**src/design/dmasc_pkg.sv**
```systemverilog
// Package with register map, field layout and codes for the short address DMA channel control.
package dmasc_pkg;
	localparam logic [7:0] DMASC_ADDR_PERIPH = 8'h26;
	localparam logic [7:0] DMASC_ADDR_CTRL = 8'h27;
	localparam logic [7:0] DMASC_ADDR_MAR0 = 8'h20;
	localparam logic [7:0] DMASC_ADDR_MAR1 = 8'h21;
	localparam logic [7:0] DMASC_ADDR_MAR2 = 8'h22;
	localparam logic [7:0] DMASC_ADDR_MAR3 = 8'h23;
	localparam logic [7:0] DMASC_ADDR_IRQ_STAT = 8'h28;
	localparam logic [7:0] DMASC_ADDR_IRQ_MASK = 8'h29;
	localparam logic [7:0] DMASC_CTRL_RESET = 8'h00;
	localparam logic [7:0] DMASC_PERIPH_RESET = 8'h00;
	localparam logic [7:0] DMASC_IRQ_RESET = 8'h00;
	localparam logic [31:0] DMASC_MAR_RESET = 32'h00000000;
	localparam logic [7:0] DMASC_READ_ZERO = 8'h00;
	localparam int DMASC_BIT_ENABLE = 7;
	localparam int DMASC_BIT_SIZE = 6;
	localparam int DMASC_BIT_DIR = 5;
	localparam int DMASC_BIT_REPEAT = 4;
	localparam int DMASC_BIT_IRQEN = 3;
	localparam int DMASC_SEL_HI = 2;
	localparam int DMASC_SEL_LO = 0;
	localparam int DMASC_IRQ_BIT_END = 0;
	localparam int DMASC_IRQ_BIT_XFER = 1;
	localparam logic [31:0] DMASC_STEP_BYTE = 32'h00000001;
	localparam logic [31:0] DMASC_STEP_WORD = 32'h00000002;
	localparam logic [2:0] DMASC_SEL_TXE = 3'h4;
	localparam logic [2:0] DMASC_SEL_RXF = 3'h5;
	typedef enum logic [1:0] {
		DMASC_MODE_IO = 2'h0,
		DMASC_MODE_REPEAT = 2'h1,
		DMASC_MODE_IDLE = 2'h3
	} dmasc_mode_t;
endpackage : dmasc_pkg

```
**src/design/dmasc_req_sel.sv**
```systemverilog
// Activation source selector that picks one on-chip request line.
`timescale 1ns/10ps
module dmasc_req_sel
	import dmasc_pkg::*;
(
	input wire logic [2:0] i_sel,
	input wire logic [3:0] i_timer_req,
	input wire logic i_txe_req,
	input wire logic i_rxf_req,
	output logic o_req,
	output logic o_full_mode
);
	// Top bit low picks a timer channel; codes 6 and 7 hand the pair to full address mode.
	always_comb begin
		o_req = 1'b0;
		o_full_mode = 1'b0;
		if (!i_sel[2]) begin
			o_req = i_timer_req[i_sel[1:0]];
		end else if (i_sel == DMASC_SEL_TXE) begin
			o_req = i_txe_req;
		end else if (i_sel == DMASC_SEL_RXF) begin
			o_req = i_rxf_req;
		end else begin
			o_full_mode = 1'b1;
		end
	end
endmodule : dmasc_req_sel

```
**src/design/dmasc_chan.sv**
```systemverilog
// Channel control register, request selection and address stepping for one short address channel.
`timescale 1ns/10ps
module dmasc_chan
	import dmasc_pkg::*;
(
	input wire logic i_core_clk,
	input wire logic i_rstn,
	input wire logic [7:0] i_addr,
	input wire logic [7:0] i_wdata,
	input wire logic i_wr,
	input wire logic i_rd,
	input wire logic [3:0] i_timer_req,
	input wire logic i_txe_req,
	input wire logic i_rxf_req,
	input wire logic i_count_done,
	output logic [7:0] o_rdata,
	output logic o_xfer_start,
	output logic o_full_mode,
	output logic [1:0] o_mode,
	output logic [31:0] o_mem_addr,
	output logic [7:0] o_periph_addr,
	output logic o_irq
);
	logic [7:0] ctrl_ff, nxt_ctrl;
	logic [7:0] periph_ff, nxt_periph;
	logic [31:0] mar_ff, nxt_mar;
	logic [1:0] stat_ff, nxt_stat;
	logic [1:0] mask_ff, nxt_mask;
	logic [7:0] rdata_ff, nxt_rdata;
	logic start_ff, nxt_start;
	logic full_ff, nxt_full;
	logic [1:0] mode_ff, nxt_mode;
	logic irq_ff, nxt_irq;
	logic sel_req;
	logic sel_full;
	logic fire;
	logic end_evt;
	logic [31:0] step;

	// Request line chosen by the activation code.
	dmasc_req_sel u_sel (
		.i_sel(ctrl_ff[DMASC_SEL_HI:DMASC_SEL_LO]),
		.i_timer_req(i_timer_req),
		.i_txe_req(i_txe_req),
		.i_rxf_req(i_rxf_req),
		.o_req(sel_req),
		.o_full_mode(sel_full)
	);

	// A transfer starts only while enabled and in short address mode.
	assign fire = ctrl_ff[DMASC_BIT_ENABLE] & sel_req & ~sel_full;
	// Hardware ends the transfer when the counter runs out, clearing the enable bit.
	assign end_evt = ctrl_ff[DMASC_BIT_ENABLE] & i_count_done;
	// Word transfers step by two; decrement mirrors the increment.
	assign step = ctrl_ff[DMASC_BIT_SIZE] ? DMASC_STEP_WORD : DMASC_STEP_BYTE;

	// Register file next state; hardware events win over software clears.
	always_comb begin
		nxt_ctrl = ctrl_ff;
		nxt_periph = periph_ff;
		nxt_mar = mar_ff;
		nxt_stat = stat_ff;
		nxt_mask = mask_ff;
		nxt_rdata = DMASC_READ_ZERO;
		if (i_wr) begin
			unique case (i_addr)
				DMASC_ADDR_CTRL: nxt_ctrl = i_wdata;
				DMASC_ADDR_PERIPH: begin
					if (!sel_full) begin
						nxt_periph = i_wdata;
					end
				end
				DMASC_ADDR_MAR0: nxt_mar[31:24] = i_wdata;
				DMASC_ADDR_MAR1: nxt_mar[23:16] = i_wdata;
				DMASC_ADDR_MAR2: nxt_mar[15:8] = i_wdata;
				DMASC_ADDR_MAR3: nxt_mar[7:0] = i_wdata;
				DMASC_ADDR_IRQ_MASK: nxt_mask = i_wdata[1:0];
				default: nxt_ctrl = ctrl_ff;
			endcase
		end
		if (i_rd) begin
			unique case (i_addr)
				DMASC_ADDR_CTRL: nxt_rdata = ctrl_ff;
				DMASC_ADDR_PERIPH: nxt_rdata = sel_full ? DMASC_READ_ZERO : periph_ff;
				DMASC_ADDR_MAR0: nxt_rdata = mar_ff[31:24];
				DMASC_ADDR_MAR1: nxt_rdata = mar_ff[23:16];
				DMASC_ADDR_MAR2: nxt_rdata = mar_ff[15:8];
				DMASC_ADDR_MAR3: nxt_rdata = mar_ff[7:0];
				DMASC_ADDR_IRQ_STAT: begin
					nxt_rdata = {6'h00, stat_ff};
					nxt_stat = 2'h0;
				end
				DMASC_ADDR_IRQ_MASK: nxt_rdata = {6'h00, mask_ff};
				default: nxt_rdata = DMASC_READ_ZERO;
			endcase
		end
		if (fire) begin
			if (ctrl_ff[DMASC_BIT_DIR]) begin
				nxt_mar = mar_ff - step;
			end else begin
				nxt_mar = mar_ff + step;
			end
			nxt_stat[DMASC_IRQ_BIT_XFER] = 1'b1;
		end
		if (end_evt) begin
			nxt_ctrl[DMASC_BIT_ENABLE] = 1'b0;
			if (ctrl_ff[DMASC_BIT_IRQEN]) begin
				nxt_stat[DMASC_IRQ_BIT_END] = 1'b1;
			end
		end
	end

	// Output stage next values, all registered.
	always_comb begin
		nxt_start = fire;
		nxt_full = sel_full;
		if (!nxt_ctrl[DMASC_BIT_REPEAT]) begin
			nxt_mode = DMASC_MODE_IO;
		end else if (!nxt_ctrl[DMASC_BIT_IRQEN]) begin
			nxt_mode = DMASC_MODE_REPEAT;
		end else begin
			nxt_mode = DMASC_MODE_IDLE;
		end
		nxt_irq = |(nxt_stat & nxt_mask);
	end

	// State registers; all clear to zero at reset.
	always_ff @(posedge i_core_clk or negedge i_rstn) begin
		if (!i_rstn) begin
			ctrl_ff <= DMASC_CTRL_RESET;
			periph_ff <= DMASC_PERIPH_RESET;
			mar_ff <= DMASC_MAR_RESET;
			stat_ff <= 2'h0;
			mask_ff <= 2'h0;
			rdata_ff <= DMASC_READ_ZERO;
			start_ff <= 1'b0;
			full_ff <= 1'b0;
			mode_ff <= DMASC_MODE_IO;
			irq_ff <= 1'b0;
		end else begin
			ctrl_ff <= nxt_ctrl;
			periph_ff <= nxt_periph;
			mar_ff <= nxt_mar;
			stat_ff <= nxt_stat;
			mask_ff <= nxt_mask;
			rdata_ff <= nxt_rdata;
			start_ff <= nxt_start;
			full_ff <= nxt_full;
			mode_ff <= nxt_mode;
			irq_ff <= nxt_irq;
		end
	end

	assign o_rdata = rdata_ff;
	assign o_xfer_start = start_ff;
	assign o_full_mode = full_ff;
	assign o_mode = mode_ff;
	assign o_mem_addr = mar_ff;
	assign o_periph_addr = periph_ff;
	assign o_irq = irq_ff;

	// Timer request of the selected channel starts a transfer one cycle later.
	timer_start_a: assert property (@(posedge i_core_clk) disable iff (!i_rstn)
		(ctrl_ff[7] && !ctrl_ff[2] && i_timer_req[ctrl_ff[1:0]] && !i_count_done)
		|=> o_xfer_start)
		else $error("Timer request did not start a transfer.");

	// Serial transmit-empty request starts code 100 transfers.
	serial_txe_a: assert property (@(posedge i_core_clk) disable iff (!i_rstn)
		(ctrl_ff[DMASC_BIT_ENABLE] && ctrl_ff[DMASC_SEL_HI:DMASC_SEL_LO] == DMASC_SEL_TXE)
		|=> (o_xfer_start == $past(i_txe_req)))
		else $error("Transmit-empty selection mismatch.");

	// Serial receive-full request starts code 101 transfers.
	serial_rxf_a: assert property (@(posedge i_core_clk) disable iff (!i_rstn)
		(ctrl_ff[DMASC_BIT_ENABLE] && ctrl_ff[DMASC_SEL_HI:DMASC_SEL_LO] == DMASC_SEL_RXF)
		|=> (o_xfer_start == $past(i_rxf_req)))
		else $error("Receive-full selection mismatch.");

	// Codes 110 and 111 flag full address mode and never start short transfers.
	full_mode_a: assert property (@(posedge i_core_clk) disable iff (!i_rstn)
		(ctrl_ff[2:1] == 2'h3) |=> (o_full_mode && !o_xfer_start))
		else $error("Full address mode not flagged.");

	// End of transfer flags status only with the interrupt enabled.
	end_irq_a: assert property (@(posedge i_core_clk) disable iff (!i_rstn)
		(end_evt && !ctrl_ff[3] && !stat_ff[0]) |=> !stat_ff[0])
		else $error("End interrupt raised while disabled.");

	// Peripheral byte ignores writes in full address mode.
	periph_hold_a: assert property (@(posedge i_core_clk) disable iff (!i_rstn)
		(i_wr && i_addr == DMASC_ADDR_PERIPH && sel_full) |=> $stable(periph_ff))
		else $error("Peripheral byte written in full address mode.");

	// Byte increment steps the memory address by exactly one.
	mar_step_a: assert property (@(posedge i_core_clk) disable iff (!i_rstn)
		(fire && ctrl_ff[6:5] == 2'h0 && !i_wr) |=> (mar_ff == $past(mar_ff) + 32'h00000001))
		else $error("Memory address did not step by one.");

	// Mode output follows the repeat and irq-enable decode.
	mode_decode_a: assert property (@(posedge i_core_clk) disable iff (!i_rstn)
		(ctrl_ff[4:3] == 2'h2 && !i_wr && !end_evt) |=> (o_mode == 2'h1))
		else $error("Repeat mode decode wrong.");

	// Idle mode needs both the repeat bit and the irq-enable bit set.
	idle_decode_a: assert property (@(posedge i_core_clk) disable iff (!i_rstn)
		(ctrl_ff[DMASC_BIT_REPEAT] && ctrl_ff[DMASC_BIT_IRQEN] && !i_wr)
		|=> (o_mode == DMASC_MODE_IDLE))
		else $error("Idle mode decode wrong.");

	// A clear repeat bit always decodes as I/O mode, whatever the irq-enable bit says.
	io_decode_a: assert property (@(posedge i_core_clk) disable iff (!i_rstn)
		(!ctrl_ff[DMASC_BIT_REPEAT] && !i_wr) |=> (o_mode == DMASC_MODE_IO))
		else $error("I/O mode decode wrong.");

	// The peripheral byte reads as zero while full address mode hides it.
	periph_hidden_a: assert property (@(posedge i_core_clk) disable iff (!i_rstn)
		(i_rd && i_addr == DMASC_ADDR_PERIPH && sel_full)
		|=> (o_rdata == DMASC_READ_ZERO))
		else $error("Peripheral byte visible in full address mode.");
endmodule : dmasc_chan

```
**config.mk**
```make
export PLATFORM = sky130hd
export DESIGN_NAME = dmasc_chan
export DESIGN_NICKNAME = d
export VERILOG_FILES = /design/src/design/dmasc_pkg.sv /design/src/design/dmasc_req_sel.sv /design/src/design/dmasc_chan.sv
export SDC_FILE = /design/constraint.sdc
export NUM_CORES = 1
export LEC_CHECK = 0
export ABC_CLOCK_PERIOD_IN_PS = 3200
export BUFFER_PORTS_ARGS = -buffer_cell sky130_fd_sc_hd__buf_4
export CAP_MARGIN = 10
export CORE_MARGIN = 8
export CORE_UTILIZATION = 45
export CTS_CLUSTER_DIAMETER = 80
export CTS_CLUSTER_SIZE = 16
export DETAILED_ROUTE_END_ITERATION = 16
export PLACE_DENSITY = 0.71
export SLEW_MARGIN = 25
export SYNTH_ARGS = -nofsm -noshare
export SYNTH_HDL_FRONTEND = slang
export SYNTH_SLANG_ARGS = --single-unit
```
**constraint.sdc**
```tcl
create_clock -name i_core_clk -period 3.2 [get_ports i_core_clk]
set_input_delay 0.48 -clock i_core_clk [delete_from_list [all_inputs] [get_ports i_core_clk]]
set_output_delay 0.48 -clock i_core_clk [all_outputs]
set_load 0.02 [all_outputs]
```
Word level (Yosys, flattened, before mapping)
Index checks and enable logic that the tools add are counted.
Storage, ports and cells
  register bits: 65
  input port bits: 27
  output and inout port bits: 53
  word-level logic and storage cells: 79
Operators by class
  add/subtract/negate cells: 2
  magnitude comparators: 1
  equality and inequality tests: 10
  muxes and demuxes: 31
  bitwise logic cells: 5
  reductions and logical operators: 15
Operator list (number)
  $mux 32: 3
  $eq 8x6->1 const B: 8
  $mux 8: 8
  $pmux 8 s8: 1
  $add 32x2->32: 1
  $sub 32x2->32: 1
  $mux 2: 7
  $reduce_bool 2->1: 7
  $reduce_and 2->1: 6
  $mux 1: 11
  $eq 3x3->1 const B: 2
  $and 1x1->1: 3
  $lt 2x3->1 const B: 1
  $reduce_and 3->1: 1
  $and 2x2->2: 1
  $bmux 1 s2: 1
  $reduce_or 2->1: 1
  $not 1->1: 1

Depth between registers and ports, before layout
Gate-level depths: netlist of run 1.
  depth in word-level cells: 9
  gate-level depth with buffers: 12

By module
Synthesis of run 1 repeated with hierarchy kept, for this count alone.
Second synthesis, totals
  cell total of the unflattened synthesis: 502
  area total of the unflattened synthesis: 4768.3 um^2
By module, submodules not included
  dmasc_chan: instances 1, cells an instance 496, area an instance 4710.8 um^2, sequential area each 1601.5 um^2
  dmasc_req_sel: instances 1, cells an instance 6, area an instance 57.6 um^2, sequential area each 0.0 um^2

Least setup slack after synthesis of run 1
Ideal clock, no wire load.
  kind: register to register
  start: register ctrl_ff[5]
  end: register mar_ff[25] (netlist: o_mem_addr[25])
  library setup time: 0.147 ns
  arrival: 3.106 ns
  data required time: 3.053 ns
  slack: -0.052 ns
  stages on the path, launching flop included: 11
  path buffers: 0
  cell sequence: dfrtp_1 nor2b_1 ha_1 nor2b_1 o31a_1 o21ai_1 o21ai_1 a31o_2 a31o_2 a2111oi_0 a221oi_1
On the way
  longest elaborated chain between the ends: 2
RTL lines
  start: declaration: RTL line dmasc_chan.sv:24  | logic [7:0] ctrl_ff, nxt_ctrl;
  start signal: assignment: RTL line dmasc_chan.sv:141  | ctrl_ff <= nxt_ctrl;
  $mux 32: RTL line dmasc_chan.sv:98  | if (ctrl_ff[DMASC_BIT_DIR]) begin
  $mux 32: RTL line dmasc_chan.sv:97  | if (fire) begin
  end signal: assignment: RTL line dmasc_chan.sv:143  | mar_ff <= nxt_mar;
  end: declaration: RTL line dmasc_chan.sv:26  | logic [31:0] mar_ff, nxt_mar;
No other way between the ends.
A chain may end at the register's enable or synchronous reset.

Worst setup path after layout of run 1
  start: register ctrl_ff[5]
  end: register mar_ff[31] (netlist: o_mem_addr[31])
The elaborated chain is that of the path after synthesis.

==> qor.csv, run 1 <==
metric,value,unit
slew_viol_final,0,
relSlewSlack,45.38,%
synthTopCellsByCount,"dfrtp_1, nand2_1, a21oi_1",
ios,80,
min_path_type,in -> async,
grt_pass1_wl,23070,microns
start_util,46.52,%
syn_to_final_growth,18.13,%
rrSetupSlack,250,ps
regToRegEndpoint,o_mem_addr[31],
yosys_most_used_dff,dfrtp_1,
fin_util,54.95,%
clkSinkCount,64,
die_w,119.3,microns
cp.arrival,3200,ps
post-place-ws,198.1,ps
fp.dieH,119.3,microns
post-cts-setup-buffer-count,0,
finalPower,3.152,mW
syn_area_per_cell,9.416,sq um
cts_buffer_depth,2,
worstPathMaxFanout,32,
status,finished clean,
ctsHoldBuffers,0,
fill_cells,908,
grt_overflow_total,0,
rsz0062_at_grt,false,
cts_tree,yes,
critPathLaunchType,flip-flop,
dr_total_vias,4358,
netlist_top_cells_area,"dfrtp_1, ha_1, mux2i_1, mux2_2, a21oi_1",
use_met3,6.188,%
grt.total_usage,20.07,%
synth_xor_area_share,4.195,%
clock_latency,350,ps
synth-compound-area-share,20.06,%
dp_hpwl,10850,microns
wire_per_inst,19.76,microns
drive_above_1_share,25.38,%
finalSetupTns,0,ps
cts_buffers,9,
finalSetupViolCount,0,
die-area,0.01423,sq mm
postRouteAntennaNets,0,
yosysTopAreaCell,dfrtp_1,
synth_top_family_by_area,compound AO/OA/AOI/OAI gates,
power_density,555.6,mW/mm^2
critical_path_class,reg -> reg,
synth-seq-area-share,33.35,%
drc,0,
rr_startpoint,ctrl_ff[5],
rows,37,
ys.warnings.count,0,
synthArstFlopShare,100.0,%
crit_required,3450,ps
n_antenna_cell,0,
clk_pin_slew,70,ps
ys_seq_elements,64,
htree_levels,3,
p_leak,2.830,nW
fmax,0.3393,GHz
grt.met1_usage,25.66,%
drt_iter0_drc,357,
grt_busiest_layer,met2,
multi_input_area,0.003028,sq mm
gp_congestion,0.9848,
synth-simple-area-share,14.72,%
period_minus_slack,2947,ps
max_cap_viol_count,0,
netlist_area,0.004802,sq mm
synth_enable_flop_cells,0,
hold_viol,0,
antenna_found_initial,0,
regArea,0.001603,sq mm
yosysMostFrequentCell,dfrtp_1,
yosys.area.top_type_share,33.35,%
syn_inst,510,
vias_per_cell,6.028,
cts_root_buf,clkbuf_8,
wl,14290,microns
dr.pass1.iters,5,
core-area,0.01032,sq mm
first_global_vias,4275,
end_kind,flip-flop,
vdd_ir_drop_max,244.0,uV
grt.met2_usage,31.86,%
startpoint,ctrl_ff[5],
synthDistinctLibCells,68,
synth_fa_ha_area_share,8.494,%
synthMuxAreaShare,15.50,%
reg2reg_depth,10,
grt_max_degree,65,
setup_ws,252.7,ps
period_share,92.10,%
syn-num-nets,569,
fin_nets,642,
cp-endpoint,o_mem_addr[31],
clock_skew,7.169,ps
portBuffers,79,
worstMarginPinSlew,819.2,ps
[layer usage]
metal | wire length [microns] | vias to the layer above | part of all wire (%)
li1 | - | 2051 | -
met2 | 6589 | 190 | 46
met1 | 6218 | 2099 | 44
met3 | 1241 | 18 | 8.7
met4 | 239 | 0 | 1.7
met5 | 0 | - | 0
[cells by family (layout without fill, tap and decap cells)]
family	after synthesis	after routing
AO/OA/AOI/OAI	150	150
AND/OR/NAND/NOR	145	145
flip-flops	64	64
multiplexers	59	59
buffers and inverters	37	114
adder cells (fa/ha/maj)	32	32
XOR/XNOR	23	23
[placed cells by master, fill, tap and decap left out, types with 7 or more instances in the layout]
cell type / n
and3_1: 8
nand3_1: 15
a211oi_1: 8
inv_1: 15
clkbuf_8: 11
a21oi_1: 46
buf_4: 83
nor3_1: 7
a21o_1: 12
mux4_2: 9
mux2i_1: 26
a22oi_1: 8
dfrtp_1: 63
ha_1: 31
o21ai_0: 28
nand2_1: 54
xor2_1: 8
xnor2_1: 15
nor2_1: 28
mux2_2: 21
[flip-flops by register name (all words and copies together), names as in the netlist]
signal	flops
o_mode	2
o_full_mode	1
mask_ff	2
ctrl_ff	7
stat_ff	2
o_irq	1
o_mem_addr	32
o_xfer_start	1
o_rdata	8
o_periph_addr	8
[worst min-delay path by stage]
stage                from        endpoint  depth (start not counted)
4_1_cts            i_rstn           o_irq                          1
5_1_grt            i_rstn  o_mem_addr[15]                          1
6_report           i_rstn      mask_ff[0]                          1
3_3_place_gp   stat_ff[1]      stat_ff[1]                          2
3_5_place_dp   stat_ff[1]      stat_ff[1]                          2
2_1_floorplan      i_rstn      ctrl_ff[0]                          0
[power by group]
group	switching (mW)	leakage (nW)	internal [mW]
clock network	0.308	0.0882	0.316
registers	0.227	0.857	0.954
logic	0.745	1.88	0.602
total	1.28	2.83	1.87
[through the flow]
stage | instance area, sq um | hold WS (ps) | std cells
6_report | 5673 | 230.7 | 723
5_1_grt | 5673 | 296.8 | 723
4_1_cts | 5669 | 249.3 | 723
3_5_place_dp | 5497 | 496.2 | 708
3_3_place_gp | 5497 | 494.3 | 708
2_1_floorplan | 4803 | 184.4 | 510
[critical path, stage by stage, from the launching register on]
cell and delay, ps:
dfrtp_2 420, buf_12 170, ha_1 360, o21a_1 140
o31a_1 200, o21ai_2 110, o211a_1 320, o41ai_1 500
xor2_1 230, a211oi_1 100, a311oi_1 280
[area by class of cell]
class	instances	area share (%)
tap	136	3.000
sequential	64	28.25
timing repair buffer	84	11.34
clock inverter	3	0.3088
clock buffer	12	2.735
multi-input combinational	409	53.37
inverter	15	0.9925
[what timing repair did]
item | 4_1_cts | 5_1_grt
setup endpoints to repair | 0 | 1
hold endpoints to repair | 0 | 0
resized for setup | 0 | 1
(Power assumes the default switching activity.)
==> inputs of run 2 (changes only) <==
--- a/config.mk
+++ b/config.mk
@@ -5,6 +5,7 @@
 export SDC_FILE = /design/constraint.sdc
 export NUM_CORES = 1
 export LEC_CHECK = 0
+export ABC_AREA = 1
 export ABC_CLOCK_PERIOD_IN_PS = 3200
 export BUFFER_PORTS_ARGS = -buffer_cell sky130_fd_sc_hd__buf_4
 export CAP_MARGIN = 10
@@ -13,7 +14,7 @@
 export CTS_CLUSTER_DIAMETER = 80
 export CTS_CLUSTER_SIZE = 16
 export DETAILED_ROUTE_END_ITERATION = 16
-export PLACE_DENSITY = 0.71
+export PLACE_DENSITY = 0.7
 export SLEW_MARGIN = 25
 export SYNTH_ARGS = -nofsm -noshare
 export SYNTH_HDL_FRONTEND = slang
==> run 2 against run 1 <==
  * First-iteration DRC count is 100% higher
  * Maximum frequency grew 14%
  * Non-clock buffer count fell by 2
  * Critical path depth rose by 1
  * Utilization down 0.62 points
  * Clock skew increased by 2.2 ps
  * Cell area grew 19%
  * Global-route usage increased by 2.6 points
  * Routed wire length grew 29%
  * Synthesized cell count rose by 83%
  * Combinational power is 32% lower
  * Hold slack gained 13 ps
  * Critical path type unchanged
  * Critical endpoint is now o_mem_addr[28]
  * Largest power group is now clock
  * Highest routed layer unchanged
==> qor.csv, run 2 <==
metric,value,unit,change
status,finished clean,,unchanged
finalSetupViolCount,0,,unchanged
reg2reg_depth,11,,was 10
rrSetupSlack,620,ps,was 250 ps
synthArstFlopShare,100.0,%,unchanged
netlist_area,0.005693,sq mm,was 0.004802 sq mm
finalNonFillerCells,1186,,was 723
syn-num-nets,990,,was 569
fmax,0.3869,GHz,was 0.3393 GHz
gp_congestion,0.9552,,was 0.9848
syn_inst,931,,was 510
slew_viol_final,0,,unchanged
path_delay_family,flip-flops,,was compound AO/OA/AOI/OAI gates
dp_cells,1170,,was 708
crit_path_max_incr_delay,950,ps,was 500 ps
postRouteAntennaNets,0,,unchanged
cp.arrival,2810,ps,was 3200 ps
yosysMostFrequentCell,nand2_1,,was dfrtp_1
hold_viol,0,,unchanged
rr_startpoint,ctrl_ff[5],,unchanged
crit_top_cell,nand2_1,,
clk_pin_slew,60,ps,was 70 ps
finalPower,3.180,mW,was 3.152 mW
worstPathMaxFanout,23,,was 32
yosysTopAreaCell,dfrtp_1,,unchanged
fp.dieH,128.5,microns,was 119.3 microns
yosys.area.top_type_share,28.13,%,was 33.35%
dr.pass1.iters,5,,unchanged
regToRegEndpoint,o_mem_addr[28],,was o_mem_addr[31]
worstMarginPinSlew,933.6,ps,was 819.2 ps
synthTopCellsByCount,"nand2_1, inv_1, nand3_1",,"was dfrtp_1, nand2_1, a21oi_1"
synth-seq-area-share,28.13,%,was 33.35%
clock_skew,9.323,ps,was 7.169 ps
rows,41,,was 37
cts_root_buf,clkbuf_16,,was clkbuf_8
setup_ws,615.2,ps,was 252.7 ps
start_util,45.67,%,was 46.52%
routed.top_layer,met4,,unchanged
mostFrequentLayoutCells,"nand2_1, inv_1, nand3_1",,"was buf_4, dfrtp_1, nand2_1"
critical_path_class,reg -> reg,,unchanged
wire_per_inst,15.56,microns,was 19.76 microns
drc,0,,unchanged
crit_required,3420,ps,was 3450 ps
syn_to_final_growth,18.97,%,was 18.13%
clock_latency,340,ps,was 350 ps
fin_nets,1068,,was 642
dp_hpwl,14450,microns,"was 10,850 microns"
grt_pass1_wl,29040,microns,"was 23,070 microns"
cts_buffer_depth,2,,unchanged
dr_total_vias,6070,,"was 4,358"
die-area,0.01651,sq mm,was 0.01423 sq mm
largest_reg_flops,32,,unchanged
path_cells,buf_4 > ha_1 > nand2_1 > nor2_1 > nand2_1 > nor2_1 > nand2_1 > nand2_1 > nand2_1 > nand3_1 > nand2_1,,was buf_12 > ha_1 > o21a_1 > o31a_1 > o21ai_2 > o211a_1 > o41ai_1 > xor2_1 > a211oi_1 > a311oi_1
max_cap_viol_count,0,,unchanged
ys.warnings.count,0,,unchanged
grt_overflow_total,0,,unchanged
met1_length,8239,microns,was 6218 microns
drive_above_1_share,12.92,%,was 25.38%
cts_tree,yes,,unchanged
cts_resized,0,,unchanged
n_antenna_cell,0,,unchanged
multi_input_area,0.003396,sq mm,was 0.003028 sq mm
p_leak,4.014,nW,was 2.830 nW
grt.total_usage,22.64,%,was 20.07%
wl_met2,8256,microns,was 6589 microns
ios,80,,unchanged
ys_seq_elements,64,,unchanged
regArea,0.001602,sq mm,was 0.001603 sq mm
rsz0062_at_grt,false,,unchanged
power_density,469.6,mW/mm^2,was 555.6 mW/mm^2
vias_per_cell,5.118,,was 6.028
met3_length,1561,microns,was 1241 microns
netlist_top_cells_area,"dfrtp_1, nand2_1, nand3_1, inv_1, ha_1",,"was dfrtp_1, ha_1, mux2i_1, mux2_2, a21oi_1"
portBuffers,79,,unchanged
relSlewSlack,37.76,%,was 45.38%
period_share,80.77,%,was 92.10%
syn_area_per_cell,6.115,sq um,was 9.416 sq um
first_global_vias,5416,,"was 4,275"
vdd_ir_drop_max,272.8,uV,was 244.0 uV
htree_levels,3,,unchanged
drt_iter0_drc,723,,was 357
min_path_type,in -> async,,unchanged
final_common_cell,nand2_1,,was buf_4
core-area,0.01247,sq mm,was 0.01032 sq mm
cts_buffers,9,,unchanged
finalSetupTns,0,ps,unchanged
yosys_most_used_dff,dfrtp_1,,unchanged
ctsHoldBuffers,0,,unchanged
clkSinkCount,64,,unchanged
synthDistinctLibCells,38,,was 68
antenna_found_initial,0,,unchanged
fill_cells,1303,,was 908
die_w,128.5,microns,was 119.3 microns
synth_enable_flop_cells,0,,unchanged
critPathSlowestCell,dfrtp_1,,was o41ai_1
worst-path-buf-inv,1,,unchanged
whs,244.1,ps,was 230.7 ps
post-place-ws,656.5,ps,was 198.1 ps
end_kind,flip-flop,,unchanged
critPathLaunchType,flip-flop,,unchanged
post-cts-setup-buffer-count,0,,unchanged
grt_max_degree,65,,unchanged
wl,18460,microns,"was 14,290 microns"
period_minus_slack,2585,ps,was 2947 ps
==> run 2: cell types whose count changed after synthesis, sizes merged, moves of 9 or more <==
cell	before	now
nand2	57	346
inv	15	156
nand3	15	140
nor2	31	71
mux2i	26	0
mux2	24	1
xnor2	15	3
a21o	12	1
mux4	9	0
==> run 2: routing by layer <==
layer	global-route usage, %	vias to the layer above
met2	35.53	242
met5	0	-
li1	-	3095
met4	6.853	0
met3	4.303	27
met1	30.82	2706
==> run 2: kinds of logic (layout without fill, tap and decap cells) <==
group           count (synthesis)  in the layout  share of synthesized area (%)
mux                             1              1                         0.2637
fa+ha+maj                      32             32                          7.165
simple gates                  577            577                          43.89
buf+inv                       174            257                          12.22
compound gates                 79             79                          7.714
flops                          64             64                          28.13
xor+xnor                        4              4                         0.6155
==> run 2: how the worst max path moves through the flow <==
stage                          start        endpoint  cells past startpoint
after global routing      ctrl_ff[5]  o_mem_addr[14]                     10
after CTS                 ctrl_ff[5]  o_mem_addr[28]                     11
after detailed placement  ctrl_ff[5]  o_mem_addr[24]                     11
final                     ctrl_ff[5]  o_mem_addr[28]                     11
after global placement    ctrl_ff[5]  o_mem_addr[24]                     12
after floorplan           ctrl_ff[5]  o_mem_addr[31]                     10
==> run 2: layout make-up <==
class / count / share of cell area (%)
tap: 172 / 3.178
inverter: 159 / 8.831
timing repair buffer: 82 / 9.089
clock inverter: 5 / 1.533
multi-input combinational: 693 / 50.14
clock buffer: 11 / 3.584
sequential: 64 / 23.65
==> run 2: report_power, final <==
part / total [mW] / leakage (nW) / switching, mW / internal [mW]
Combinational: 0.919 / 2.98 / 0.562 / 0.357
Clock: 1.15 / 0.170 / 0.369 / 0.782
Sequential: 1.11 / 0.866 / 0.186 / 0.924
Total: 3.18 / 4.01 / 1.12 / 2.06
==> run 2: stage by stage <==
step / util, % / cell area (sq um)
2_1_floorplan: - / 5693
3_3_place_gp: 51.55 / 6426
3_5_place_dp: 51.55 / 6426
4_1_cts: 54.33 / 6773
5_1_grt: 54.33 / 6773
6_report: 54.33 / 6773
